--- src/design/eepc_pkg.sv ---
package eepc_pkg;

    ////////////////////////////////////////////////////////////////////////////
    // register byte addresses (low 16 bits, upper bits must be zero)
    localparam logic [15:0] NVCFG_ADDR = 16'hfe1c;
    localparam logic [15:0] CTRL_ADDR = 16'hfe20;
    localparam logic [15:0] VCFG_ADDR = 16'hfe24;
    // array window: one word per array byte
    localparam logic [15:0] ARR_BASE = 16'h2000;
    localparam logic [15:0] ARR_LAST = 16'h27fc;

    ////////////////////////////////////////////////////////////////////////////
    // array geometry
    localparam int ARR_AW = 9;
    localparam int BLK_SHIFT = 7;
    localparam int BLK_COUNT = 4;
    localparam logic [8:0] SEC_LO = 9'h0f0;
    localparam logic [8:0] SEC_HI = 9'h0ff;

    ////////////////////////////////////////////////////////////////////////////
    // control register fields
    localparam int CTRL_PGM_BIT = 0;
    localparam int CTRL_LAT_BIT = 1;
    localparam int CTRL_PWRDN_BIT = 2;
    localparam int CTRL_RAS0_BIT = 4;
    localparam int CTRL_RAS1_BIT = 5;

    // configuration byte fields
    localparam int CFG_BP_LSB = 0;
    localparam int CFG_BP_MSB = 3;
    localparam int CFG_SEC_BIT = 4;
    localparam int CFG_RA_BIT = 7;

    ////////////////////////////////////////////////////////////////////////////
    typedef enum logic [1:0] {
        MODE_PROG = 2'b00,
        MODE_BYTE_ERASE = 2'b01,
        MODE_BLOCK_ERASE = 2'b10,
        MODE_BULK_ERASE = 2'b11
    } eepc_mode_e;

    typedef enum logic [2:0] {
        PH_IDLE = 3'b001,
        PH_WRITE = 3'b010,
        PH_RWAIT = 3'b100
    } eepc_phase_e;

    typedef struct packed {
        eepc_phase_e ph;
        logic [15:0] ph_addr;
        logic ph_ok;
        logic hready;
        logic hresp;
        logic [31:0] hrdata;
        logic pgm;
        logic lat;
        logic pwrdn;
        eepc_mode_e mode;
        logic [7:0] shadow;
        logic loaded;
        logic valid_wr;
        logic [8:0] tgt_addr;
        logic tgt_nv;
        logic [7:0] tgt_data;
        logic hv;
        logic [8:0] raddr;
    } eepc_state_s;

    localparam eepc_state_s ST_RST = '{
        ph: PH_IDLE,
        ph_addr: 16'h0000,
        ph_ok: 1'b0,
        hready: 1'b1,
        hresp: 1'b0,
        hrdata: 32'h0000_0000,
        pgm: 1'b0,
        lat: 1'b0,
        pwrdn: 1'b0,
        mode: MODE_PROG,
        shadow: 8'hff,
        loaded: 1'b0,
        valid_wr: 1'b0,
        tgt_addr: 9'h000,
        tgt_nv: 1'b0,
        tgt_data: 8'h00,
        hv: 1'b0,
        raddr: 9'h000
    };

    ////////////////////////////////////////////////////////////////////////////
    function automatic logic is_arr(input logic [15:0] a);
        return (a >= ARR_BASE) && (a <= ARR_LAST) && (a[1:0] == 2'b00);
    endfunction

    function automatic logic [8:0] arr_idx(input logic [15:0] a);
        return a[10:2];
    endfunction

    function automatic logic [1:0] blk_of(input logic [8:0] i);
        return i[8:7];
    endfunction

    function automatic logic in_sec(input logic [8:0] i);
        return (i >= SEC_LO) && (i <= SEC_HI);
    endfunction

endpackage

--- src/design/eepc_guard.sv ---
`timescale 1ns/1ns
`default_nettype none
module eepc_guard (
    input wire eepc_pkg::eepc_mode_e mode,
    input wire logic [8:0] tgt_addr,
    input wire logic tgt_nv,
    input wire logic [3:0] protect,
    input wire logic secure,
    output logic allowed
);
    import eepc_pkg::*;

    logic blk_ok;

    always_comb begin
        blk_ok = !protect[blk_of(tgt_addr)];
        case (mode)
            MODE_PROG, MODE_BYTE_ERASE: begin
                if (tgt_nv) begin
                    allowed = !secure;
                end else begin
                    allowed = blk_ok && !(secure && in_sec(tgt_addr));
                end
            end
            MODE_BLOCK_ERASE: begin
                allowed = !tgt_nv && blk_ok && !secure;
            end
            MODE_BULK_ERASE: begin
                allowed = !tgt_nv && (protect == 4'h0) && !secure;
            end
            default: begin
                allowed = 1'b0;
            end
        endcase
    end

endmodule // eepc_guard
`default_nettype wire

--- src/design/eepc_ctrl.sv ---
// Design decision made here: the AHB-Lite slave port.
`timescale 1ns/1ns
`default_nettype none
module eepc_ctrl (
    input wire logic hclk,
    input wire logic hresetn,
    input wire logic hsel,
    input wire logic [31:0] haddr,
    input wire logic [1:0] htrans,
    input wire logic hwrite,
    input wire logic [2:0] hsize,
    input wire logic [31:0] hwdata,
    input wire logic hready,
    output logic hreadyout,
    output logic hresp,
    output logic [31:0] hrdata,
    input wire logic [7:0] arr_rdata,
    input wire logic [7:0] nv_cfg,
    input wire logic stop_mode,
    output logic [8:0] arr_raddr,
    output logic [8:0] prog_addr,
    output logic prog_nv,
    output logic [7:0] prog_data,
    output eepc_pkg::eepc_mode_e prog_mode,
    output logic hv_on,
    output logic array_off,
    output logic bus_latched
);
    import eepc_pkg::*;

    ////////////////////////////////////////////////////////////////////////////
    // state
    eepc_state_s r;
    eepc_state_s next_r;

    logic secure;
    logic allowed;
    logic accept;
    logic [7:0] wd;
    logic [7:0] rd_byte;
    logic [8:0] widx;
    logic size_ok;
    eepc_mode_e mode_now;

    assign secure = !r.shadow[CFG_SEC_BIT];

    // mode as it stands after this cycle's write, so the pump never sees a stale mode
    assign mode_now = ((r.ph == PH_WRITE) && r.ph_ok && (r.ph_addr == CTRL_ADDR) && !r.pgm)
        ? eepc_mode_e'(hwdata[CTRL_RAS1_BIT:CTRL_RAS0_BIT]) : r.mode;

    ////////////////////////////////////////////////////////////////////////////
    // permission check on the latched target
    eepc_guard u_guard (
        .mode(mode_now),
        .tgt_addr(r.tgt_addr),
        .tgt_nv(r.tgt_nv),
        .protect(r.shadow[CFG_BP_MSB:CFG_BP_LSB]),
        .secure(secure),
        .allowed(allowed)
    );

    ////////////////////////////////////////////////////////////////////////////
    // read data selection
    always_comb begin
        rd_byte = 8'h00;
        if (r.ph_ok) begin
            if (r.ph_addr == CTRL_ADDR) begin
                rd_byte[CTRL_PGM_BIT] = r.pgm;
                rd_byte[CTRL_LAT_BIT] = r.lat;
                rd_byte[CTRL_PWRDN_BIT] = r.pwrdn;
                rd_byte[CTRL_RAS0_BIT] = r.mode[0];
                rd_byte[CTRL_RAS1_BIT] = r.mode[1];
            end else if (r.ph_addr == VCFG_ADDR) begin
                rd_byte = r.shadow;
            end else if (r.ph_addr == NVCFG_ADDR) begin
                rd_byte = nv_cfg;
            end else if (is_arr(r.ph_addr)) begin
                // latched data replaces array data while the buses are latched
                rd_byte = r.lat ? r.tgt_data : arr_rdata;
            end
        end
    end

    ////////////////////////////////////////////////////////////////////////////
    // next state
    always_comb begin
        next_r = r;
        wd = hwdata[7:0];
        widx = arr_idx(r.ph_addr);
        size_ok = (hsize == 3'b010);
        accept = hsel && htrans[1] && hready && (r.ph != PH_RWAIT);
        next_r.ph = PH_IDLE;
        next_r.hresp = 1'b0;

        case (r.ph)
            PH_WRITE: begin
                if (r.ph_ok && (r.ph_addr == CTRL_ADDR)) begin
                    // mode is frozen once the enable is set
                    next_r.mode = mode_now;
                    next_r.pwrdn = wd[CTRL_PWRDN_BIT];
                    if (wd[CTRL_PGM_BIT]) begin
                        next_r.pgm = r.pgm | (r.lat && r.valid_wr);
                    end else begin
                        next_r.pgm = 1'b0;
                    end
                    // latch stays while the enable is or becomes set
                    next_r.lat = wd[CTRL_LAT_BIT] | r.pgm | next_r.pgm;
                    if (!r.lat || !next_r.lat) begin
                        next_r.valid_wr = 1'b0;
                    end
                end else if (r.ph_ok && (r.ph_addr == VCFG_ADDR)) begin
                    // a write cannot disarm an armed security bit; a read of NVCFG_ADDR reloads it from nv_cfg
                    next_r.shadow = {wd[7:5], wd[CFG_SEC_BIT] & r.shadow[CFG_SEC_BIT], wd[3:0]};
                end else if (r.ph_ok && (r.ph_addr == NVCFG_ADDR)) begin
                    if (r.lat && !r.pgm && !secure) begin
                        next_r.tgt_nv = 1'b1;
                        next_r.tgt_data = wd;
                        next_r.valid_wr = 1'b1;
                    end
                end else if (r.ph_ok && is_arr(r.ph_addr)) begin
                    if (r.lat && !r.pgm && !(secure && in_sec(widx))) begin
                        next_r.tgt_nv = 1'b0;
                        next_r.tgt_addr = widx;
                        next_r.tgt_data = wd;
                        next_r.valid_wr = 1'b1;
                    end
                end
            end
            PH_RWAIT: begin
                next_r.hrdata = {24'h000000, rd_byte};
                next_r.hready = 1'b1;
                if (r.ph_ok && (r.ph_addr == NVCFG_ADDR)) begin
                    next_r.shadow = nv_cfg;
                end
            end
            default: begin
            end
        endcase

        ////////////////////////////////////////////////////////////////////////
        // address phase
        if (accept) begin
            next_r.ph_addr = haddr[15:0];
            next_r.ph_ok = (haddr[31:16] == 16'h0000) && size_ok;
            if (hwrite) begin
                next_r.ph = PH_WRITE;
            end else begin
                next_r.ph = PH_RWAIT;
                next_r.hready = 1'b0;
                next_r.raddr = arr_idx(haddr[15:0]);
            end
        end

        ////////////////////////////////////////////////////////////////////////
        // shadow load after reset release
        if (!r.loaded) begin
            next_r.shadow = nv_cfg;
            next_r.loaded = 1'b1;
        end

        ////////////////////////////////////////////////////////////////////////
        // pump: off in stop, back on after stop; wait mode has no effect
        next_r.hv = next_r.pgm && !stop_mode && allowed && r.loaded;
    end

    ////////////////////////////////////////////////////////////////////////////
    always_ff @(posedge hclk or negedge hresetn) begin
        if (!hresetn) begin
            r <= ST_RST;
        end else begin
            r <= next_r;
        end
    end

    ////////////////////////////////////////////////////////////////////////////
    // outputs
    assign hreadyout = r.hready;
    assign hresp = r.hresp;
    assign hrdata = r.hrdata;
    assign arr_raddr = r.raddr;
    assign prog_addr = r.tgt_addr;
    assign prog_nv = r.tgt_nv;
    assign prog_data = r.tgt_data;
    assign prog_mode = r.mode;
    assign hv_on = r.hv;
    assign array_off = r.pwrdn;
    assign bus_latched = r.lat;

endmodule // eepc_ctrl
`default_nettype wire

--- config.mk ---
export PLATFORM = sky130hd
export DESIGN_NAME = eepc_ctrl
export DESIGN_NICKNAME = d
export VERILOG_FILES = /design/src/design/eepc_pkg.sv /design/src/design/eepc_guard.sv /design/src/design/eepc_ctrl.sv
export SDC_FILE = /design/constraint.sdc
export NUM_CORES = 1
export LEC_CHECK = 0
export ABC_AREA = 0
export BUFFER_PORTS_ARGS = -buffer_cell sky130_fd_sc_hd__buf_2
export CAP_MARGIN = 20
export CORE_ASPECT_RATIO = 1.25
export CORE_MARGIN = 3
export CORE_UTILIZATION = 44
export CTS_CLUSTER_DIAMETER = 80
export DETAILED_ROUTE_END_ITERATION = 12
export PLACE_DENSITY = 0.77
export SYNTH_ARGS = -nofsm -noshare
export SYNTH_HDL_FRONTEND = slang
export SYNTH_SLANG_ARGS = --single-unit
--- constraint.sdc ---
create_clock -name hclk -period 2.6 [get_ports hclk]
set_clock_uncertainty 0.05 [all_clocks]
set_input_delay 0 -clock hclk [delete_from_list [all_inputs] [get_ports hclk]]
set_output_delay 0 -clock hclk [all_outputs]
set_load 0.01 [all_outputs]
==> run metrics, run 1 <==
DRT iter0 DRCs 195; Hold Vio Cnt, Final 0; CTS tree done; n_diodes 0; hold path start arr_rdata[7]; Area Overhead vs Synth 24.36%; final worst setup slack 0.1302 ns; cells after synthesis between 300 and 400; CTS H-tree lvls 3; Worst-path clk slew 0.08 ns; startpoint types register; metal1 wirelength 3872 microns; Initial Utilization 46.32%; GPL Wtd Cong 0.8799; PortBufs 106; area of the multi-input gates 1685 sq um; Worst Path Required 2.78 ns; First-pass DRT Iterations 5; Root Buffer clkbuf_8; worst hold slack between 0.04 and 0.05 ns; Slew Limit Fails 0; Slowest-stage cell, CP or3b_4; slowest stage delay, CP 0.44 ns; nets slightly below 600; layout cell share with drive strength beyond 1 37.33%; drt wl/cell 15.67 microns; Mapped Avg Cell Area 10.33 sq um; maximum VDD drop about 450 uV; register bit total from synthesis a little over 70; Die X 90.47 microns; number of synthesized flops with an enable pin 0; RSZ-0062 raised after global routing false; clk buf depth 2; synth warn 0; vias after detailed routing 3161; total CTS buffers 9; io pins 157; Reg area 1814 sq um; vias per cell 5.050; placed instance area around 4300 sq um; DR top layer met4; measured slew at the worst slew-check pin 0.8008 ns; WL final approximately 9800 microns; power per cell area between 500 and 600 nW/um^2; MaxCap Viol Count 0; Final Cell Area 4880 sq um; core area 8472 sq um; WP data arrival 2.65 ns; share of the synthesized area in the top cell type 39.54%; status finished clean; # setup viols final 0; initial antenna violation count 0; Crit Reg-Reg Startpoint r[85]$_DFFE_PN0P_; dominant cell type by area after synthesis dfrtp_1; Leak about 2.4 nW; Synth Flop Type dfrtp_1; FMAX 0.4049 GHz; pre-CTS WS 0.1440 ns; Worst Path Max Fanout 10; setup TNS 0 ns; DRC errors left 0; beginning of the critical path r[85]$_DFFE_PN0P_; largest net degree at the start of global routing 39; vias in the first global route between 3000 and 4000; Die H 111.6 microns; FFs w/ async S/R, synth 100.0%; num rows 37; GR Overflow Total 0; post-DP HPWL between 7000 and 8000 microns; Global Route Usage Sum 19.59%; Worst Hold Class input port to register; DIE AREA 10090 sq um; first-pass GRT wire length ~16000 microns; final worst-path cycle share 94.99%; WL met3 641 microns; CTS Sinks 72; Rel. slew slack roughly 47%; sequential share of the synthesized area 46.24%; CP Cell Sequence or3b_4 > nor4_4 > nand4_2 > a221oi_4 > buf_4 > mux2_4; crit path kind register to register; fin crit period 2.470 ns; Clock Latency Late Sink 0.35 ns; Final ANT Viol Nets 0; met2 wire len slightly above 5000 microns; filler cell count 732; unique cell type count in the Yosys netlist 52; synthesized area 3924 sq um; Synth area leaders dfrtp_1 40%, buf_4 12%, mux2_2 7.7%; CP Capture Type register
==> flip-flops by register name (all words and copies together) (netlist names) <==
register and count:
r 31, arr_raddr 9, prog_addr 9, hrdata 8, prog_data 8, prog_mode 2
array_off 1, bus_latched 1, hreadyout 1, hv_on 1, prog_nv 1
==> synth_stat cells (2+ instances only) <==
library cell	number
nor4_1	4
mux2_2	27
nand2_1	68
nor2b_1	2
dfstp_2	10
o31ai_1	5
and3_1	3
conb_1	2
nand3_1	7
nor3_1	3
nand4b_1	4
a222oi_1	8
nand4_1	2
inv_1	4
nand2b_1	7
nor2_1	23
buf_2	3
mux2_4	8
mux2i_1	8
clkbuf_1	6
nor3b_1	4
o21ai_0	8
dfrtp_1	62
or3b_4	2
buf_4	61
or4_1	3
and2_1	3
a21oi_1	9
==> metrics by stage <==
stage	util, %	std cells	power [mW]
floorplan	-	404	1.653
global placement	50.91	571	1.738
detailed placement	50.91	571	1.757
CTS	57.60	626	2.602
global route	57.60	626	2.728
finish	57.60	626	2.585
==> layout by cell type (no fill, tap or decap), types with 3 or more instances in the layout <==
| cell | n |
|---|---|
| and2_1 | 3 |
| conb_1 | 26 |
| dfrtp_1 | 62 |
| nand3_1 | 7 |
| mux2_2 | 27 |
| dlygate4sd3_1 | 39 |
| nor3b_1 | 4 |
| and3_1 | 3 |
| or4_1 | 3 |
| a222oi_1 | 8 |
| o21ai_0 | 8 |
| dfstp_2 | 10 |
| buf_4 | 13 |
| nand4b_1 | 4 |
| inv_1 | 4 |
| buf_2 | 106 |
| nor2_1 | 23 |
| a21oi_1 | 9 |
| nor4_1 | 4 |
| nand2_1 | 68 |
| nand2b_1 | 7 |
| clkbuf_8 | 11 |
| mux2_4 | 8 |
| nor3_1 | 3 |
| o31ai_1 | 5 |
| mux2i_1 | 8 |
==> report_power, final <==
part	total [mW]	switching [mW]	leakage, nW	internal [mW]
Clock	0.803	0.407	0.0894	0.396
Sequential	1.33	0.0874	0.890	1.24
Combinational	0.450	0.229	1.43	0.222
Total	2.59	0.723	2.41	1.86
==> cells by family (layout without fill, tap and decap cells) <==
logic type      Yosys count  after routing  synth area share (%)
buf+inv                  75            180                 13.11
other cells               2             26                0.1914
flops                    72             72                 46.24
mux                      44             44                 13.42
simple gates            142            142                 18.11
compound gates           45             45                 8.929
==> worst paths after layout <==
path                                                  to  cells past startpoint  slack (ns)
worst max-delay path            prog_data[2]$_DFFE_PN0P_                      6        0.13
worst max register to register  prog_data[2]$_DFFE_PN0P_                      6        0.13
max in group asynchronous              r[30]$_DFFE_PN1P_                      3        1.53
worst min-delay path               hrdata[7]$_DFFE_PN0P_                      4        0.04
worst min register to register         r[91]$_DFFE_PN0P_                      2        0.43
min in group asynchronous       arr_raddr[1]$_DFFE_PN0P_                      2        0.22
==> critical path, delay by kind of cell (launching register included) <==
kind,cells,cell delay [ns]
and+or+nand+nor,3,0.99
DFF,1,0.41
muxes,1,0.32
AOI/OAI and AO/OA,1,0.29
buffers and inverters,1,0.29
==> cell type report <==
cell class	count	share of cell area, %
clock buffers	13	3.256
clock inverters	3	0.3590
inverters	5	0.3846
multi-input cells	257	34.54
flip-flops and latches	72	37.18
well taps	117	3.000
repair buffers	159	21.28
==> per-layer routing <==
metal,global-route usage [%],up-vias
li1,-,1491
met1,23.58,1515
met2,34.29,139
met3,4.324,16
met4,7.048,0
met5,0,-
==> what timing repair did <==
item / in CTS / in global routing
setup buffers: 0 / 0
endpoints found under the hold margin: 83 / 0
hold buffers: 39 / 0
endpoints found under the setup margin: 0 / 0
gates resized for setup: 0 / 0
Power figures use the tool's default switching activity.
==> inputs of run 2 (changes only) <==
Settings changed: ABC_AREA 0 to 1, CORE_UTILIZATION 44 to 45.
==> run 2 against run 1 <==
Net effect:
- flip-flop and latch count is the same
- clock power up 72%
- hold slack got worse by 0.041 ns
- critical endpoint is now r[77]$_DFFE_PN0P_
==> run metrics, run 2 <==
status finished clean; Initial Utilization 46.37% (+0.057 points); nets 735 (+24%); cells after synthesis 533 (+40%); startpoint types register; FFs w/ async S/R, synth 100.0% (unchanged); Leak 2.738 nW (+14%); GR Overflow Total 0 (unchanged); io pins 157 (unchanged); vias in the first global route 3783 (+16%); DRC errors left 0 (unchanged); setup bufs post-CTS 0 (unchanged); First-pass DRT Iterations 5 (unchanged); Crit path max-delay family buffers and inverters; FMAX 0.4405 GHz (+8.8%); most flop-heavy register r; CTS tree done; worst hold slack 0.003149 ns (-0.04092 ns); n_diodes 0 (unchanged); Slowest-stage cell, CP dlygate4sd3_1; Synth Flop Type dfrtp_1; Clock Latency Late Sink 0.33 ns (-0.02 ns); synth warn 0 (unchanged); Rel. slew slack 65.25% (+19 points); sequential share of the synthesized area 42.65% (-3.6 points); Root Buffer clkbuf_16; Global Route Usage Sum 21.24% (+1.6 points); share of the synthesized area in the top cell type 36.47% (-3.1 points); WP buf/inv 2 (+1); initial antenna violation count 0 (unchanged); Final ANT Viol Nets 0 (unchanged); Die H 114.7 microns (+2.8%); setup TNS 0 ns (unchanged); maximum VDD drop 404.4 uV (-10%); total CTS buffers 9 (unchanged); Worst Path Required 2.76 ns (-0.02 ns); final worst-path cycle share 87.32% (-7.7 points); CP Cell Sequence nor3_2 > inv_1 > nand4_2 > nor2_1 > nand4_1 > dlygate4sd3_1 > o21ai_0; number of flip-flops in the largest register 31 (unchanged); clk buf depth 2 (unchanged); CTS H-tree lvls 3 (unchanged); Mapped Avg Cell Area 7.981 sq um (-23%); commonest non-fill, non-tap cell in the layout nand2_1; Worst-path clk slew 0.06 ns (-0.02 ns); Hold Vio Cnt, Final 0 (unchanged); Area Overhead vs Synth 23.29%; Commonest cells post-synth 154 x nand2_1, 62 x dfrtp_1, 61 x buf_4; number of synthesized flops with an enable pin 0 (unchanged); commonest non-fill, non-tap cells in the layout 154 x nand2_1, 106 x buf_2, 62 x dfrtp_1; fin crit period 2.270 ns (-0.1995 ns); MaxCap Viol Count 0 (unchanged); vias per cell 4.808 (-4.8%); DRT iter0 DRCs 273 (+40%); core area 9174 sq um (+8.3%); largest net degree at the start of global routing 31 (-21%); GPL Wtd Cong 0.9316 (+5.9%); power per cell area 605.8 nW/um^2 (+14%); drt wl/cell 14.05 microns (-10%); CTS hold repair buffers 36 (-7.7%); DIE AREA 10660 sq um (+5.6%); Synth area leaders dfrtp_1 36%, nand2_1 14%, buf_4 11%; slowest stage delay, CP 0.54 ns (+0.10 ns); WL final 10850 microns (+11%); register bit total from synthesis 72 (unchanged); CP Capture Type register; crit path kind register to register; WP data arrival 2.43 ns (-0.22 ns); Util after Layout 57.17% (-0.42 points); Die X 92.97 microns (+2.8%); dominant cell type by area after synthesis dfrtp_1; unique cell type count in the Yosys netlist 41 (-21%); RSZ-0062 raised after global routing false; Worst Path Max Fanout 12 (+2); PortBufs 106 (unchanged); first-pass GRT wire length 17860 microns (+11%); layout cell share with drive strength beyond 1 28.51% (-8.8 points); synthesized area 4254 sq um (+8.4%); Slew Limit Fails 0 (unchanged); CTS Sinks 72 (unchanged); post-DP HPWL 8110 microns (+13%); measured slew at the worst slew-check pin 0.5213 ns (-0.2796 ns); cts repair resizes 0 (unchanged); num rows 39 (+5.4%); Worst Hold Class input port to register; vias after detailed routing 3712 (+17%); top-count cell post-synth nand2_1; # setup viols final 0 (unchanged)
-- run 2: worst paths after layout --
path,startpoint,end,slack [ns],depth (start not counted)
min in group asynchronous,hresetn,hrdata[5]$_DFFE_PN0P_,0.13,2
max in group asynchronous,hresetn,r[94]$_DFF_PN1_,1.56,3
hold reg to reg,hrdata[7]$_DFFE_PN0P_,hrdata[7]$_DFFE_PN0P_,0.42,2
setup / recovery,r[95]$_DFF_PN0_,r[77]$_DFFE_PN0P_,0.33,7
hold / removal,nv_cfg[6],r[36]$_DFFE_PN1P_,0.003,5
setup reg to reg,r[95]$_DFF_PN0_,r[77]$_DFFE_PN0P_,0.33,7
-- run 2: metal layers --
metal  global-route usage [%]  part of all wire (%)
met1                    24.86                    38
met2                    37.48                    52
met3                    3.550                   6.3
met4                    10.56                   3.3
met5                        0                     0
-- run 2: final cells by class --
cell class              instances  area [sq um]
clock inverters                 4         73.82
well taps                     123         153.9
fillers                       887          3929
inverters                      58         217.7
repair buffers                147         928.4
flip-flops and latches         72          1814
multi-input cells             356          1790
clock buffers                  12         266.5
-- run 2: worst reg2reg max path, cell delays in order, from the launching register on --
cell,delay [ns]
dfrtp_1,0.39
nor3_2,0.37
inv_1,0.32
nand4_2,0.26
nor2_1,0.08
nand4_1,0.07
dlygate4sd3_1,0.54
o21ai_0,0.07
-- run 2: through the flow --
stage          cell area, sq um  cells  setup slack, ns  total power, mW
2_1_floorplan              4344    557            1.011            1.663
3_3_place_gp               4544    720           0.5688            1.753
3_5_place_dp               4544    720           0.5181            1.769
4_1_cts                    5245    772           0.3243            3.196
5_1_grt                    5245    772           0.1646            3.333
6_report                   5245    772           0.3297            3.178
-- run 2: kinds of logic after synthesis --
logic type,count (synthesis),share of synthesized area (%)
AO/OA/AOI/OAI,87,13.15
AND/OR/NAND/NOR,242,26.38
multiplexers,1,0.2647
buffers and inverters,129,17.38
other,2,0.1765
flip-flops,72,42.65
-- run 2: report_power, final --
part / switching, mW / internal (mW) / total (mW) / leakage [nW]
combinational: 0.275 / 0.195 / 0.470 / 1.72
sequential: 0.0817 / 1.24 / 1.33 / 0.850
clock: 0.462 / 0.920 / 1.38 / 0.169
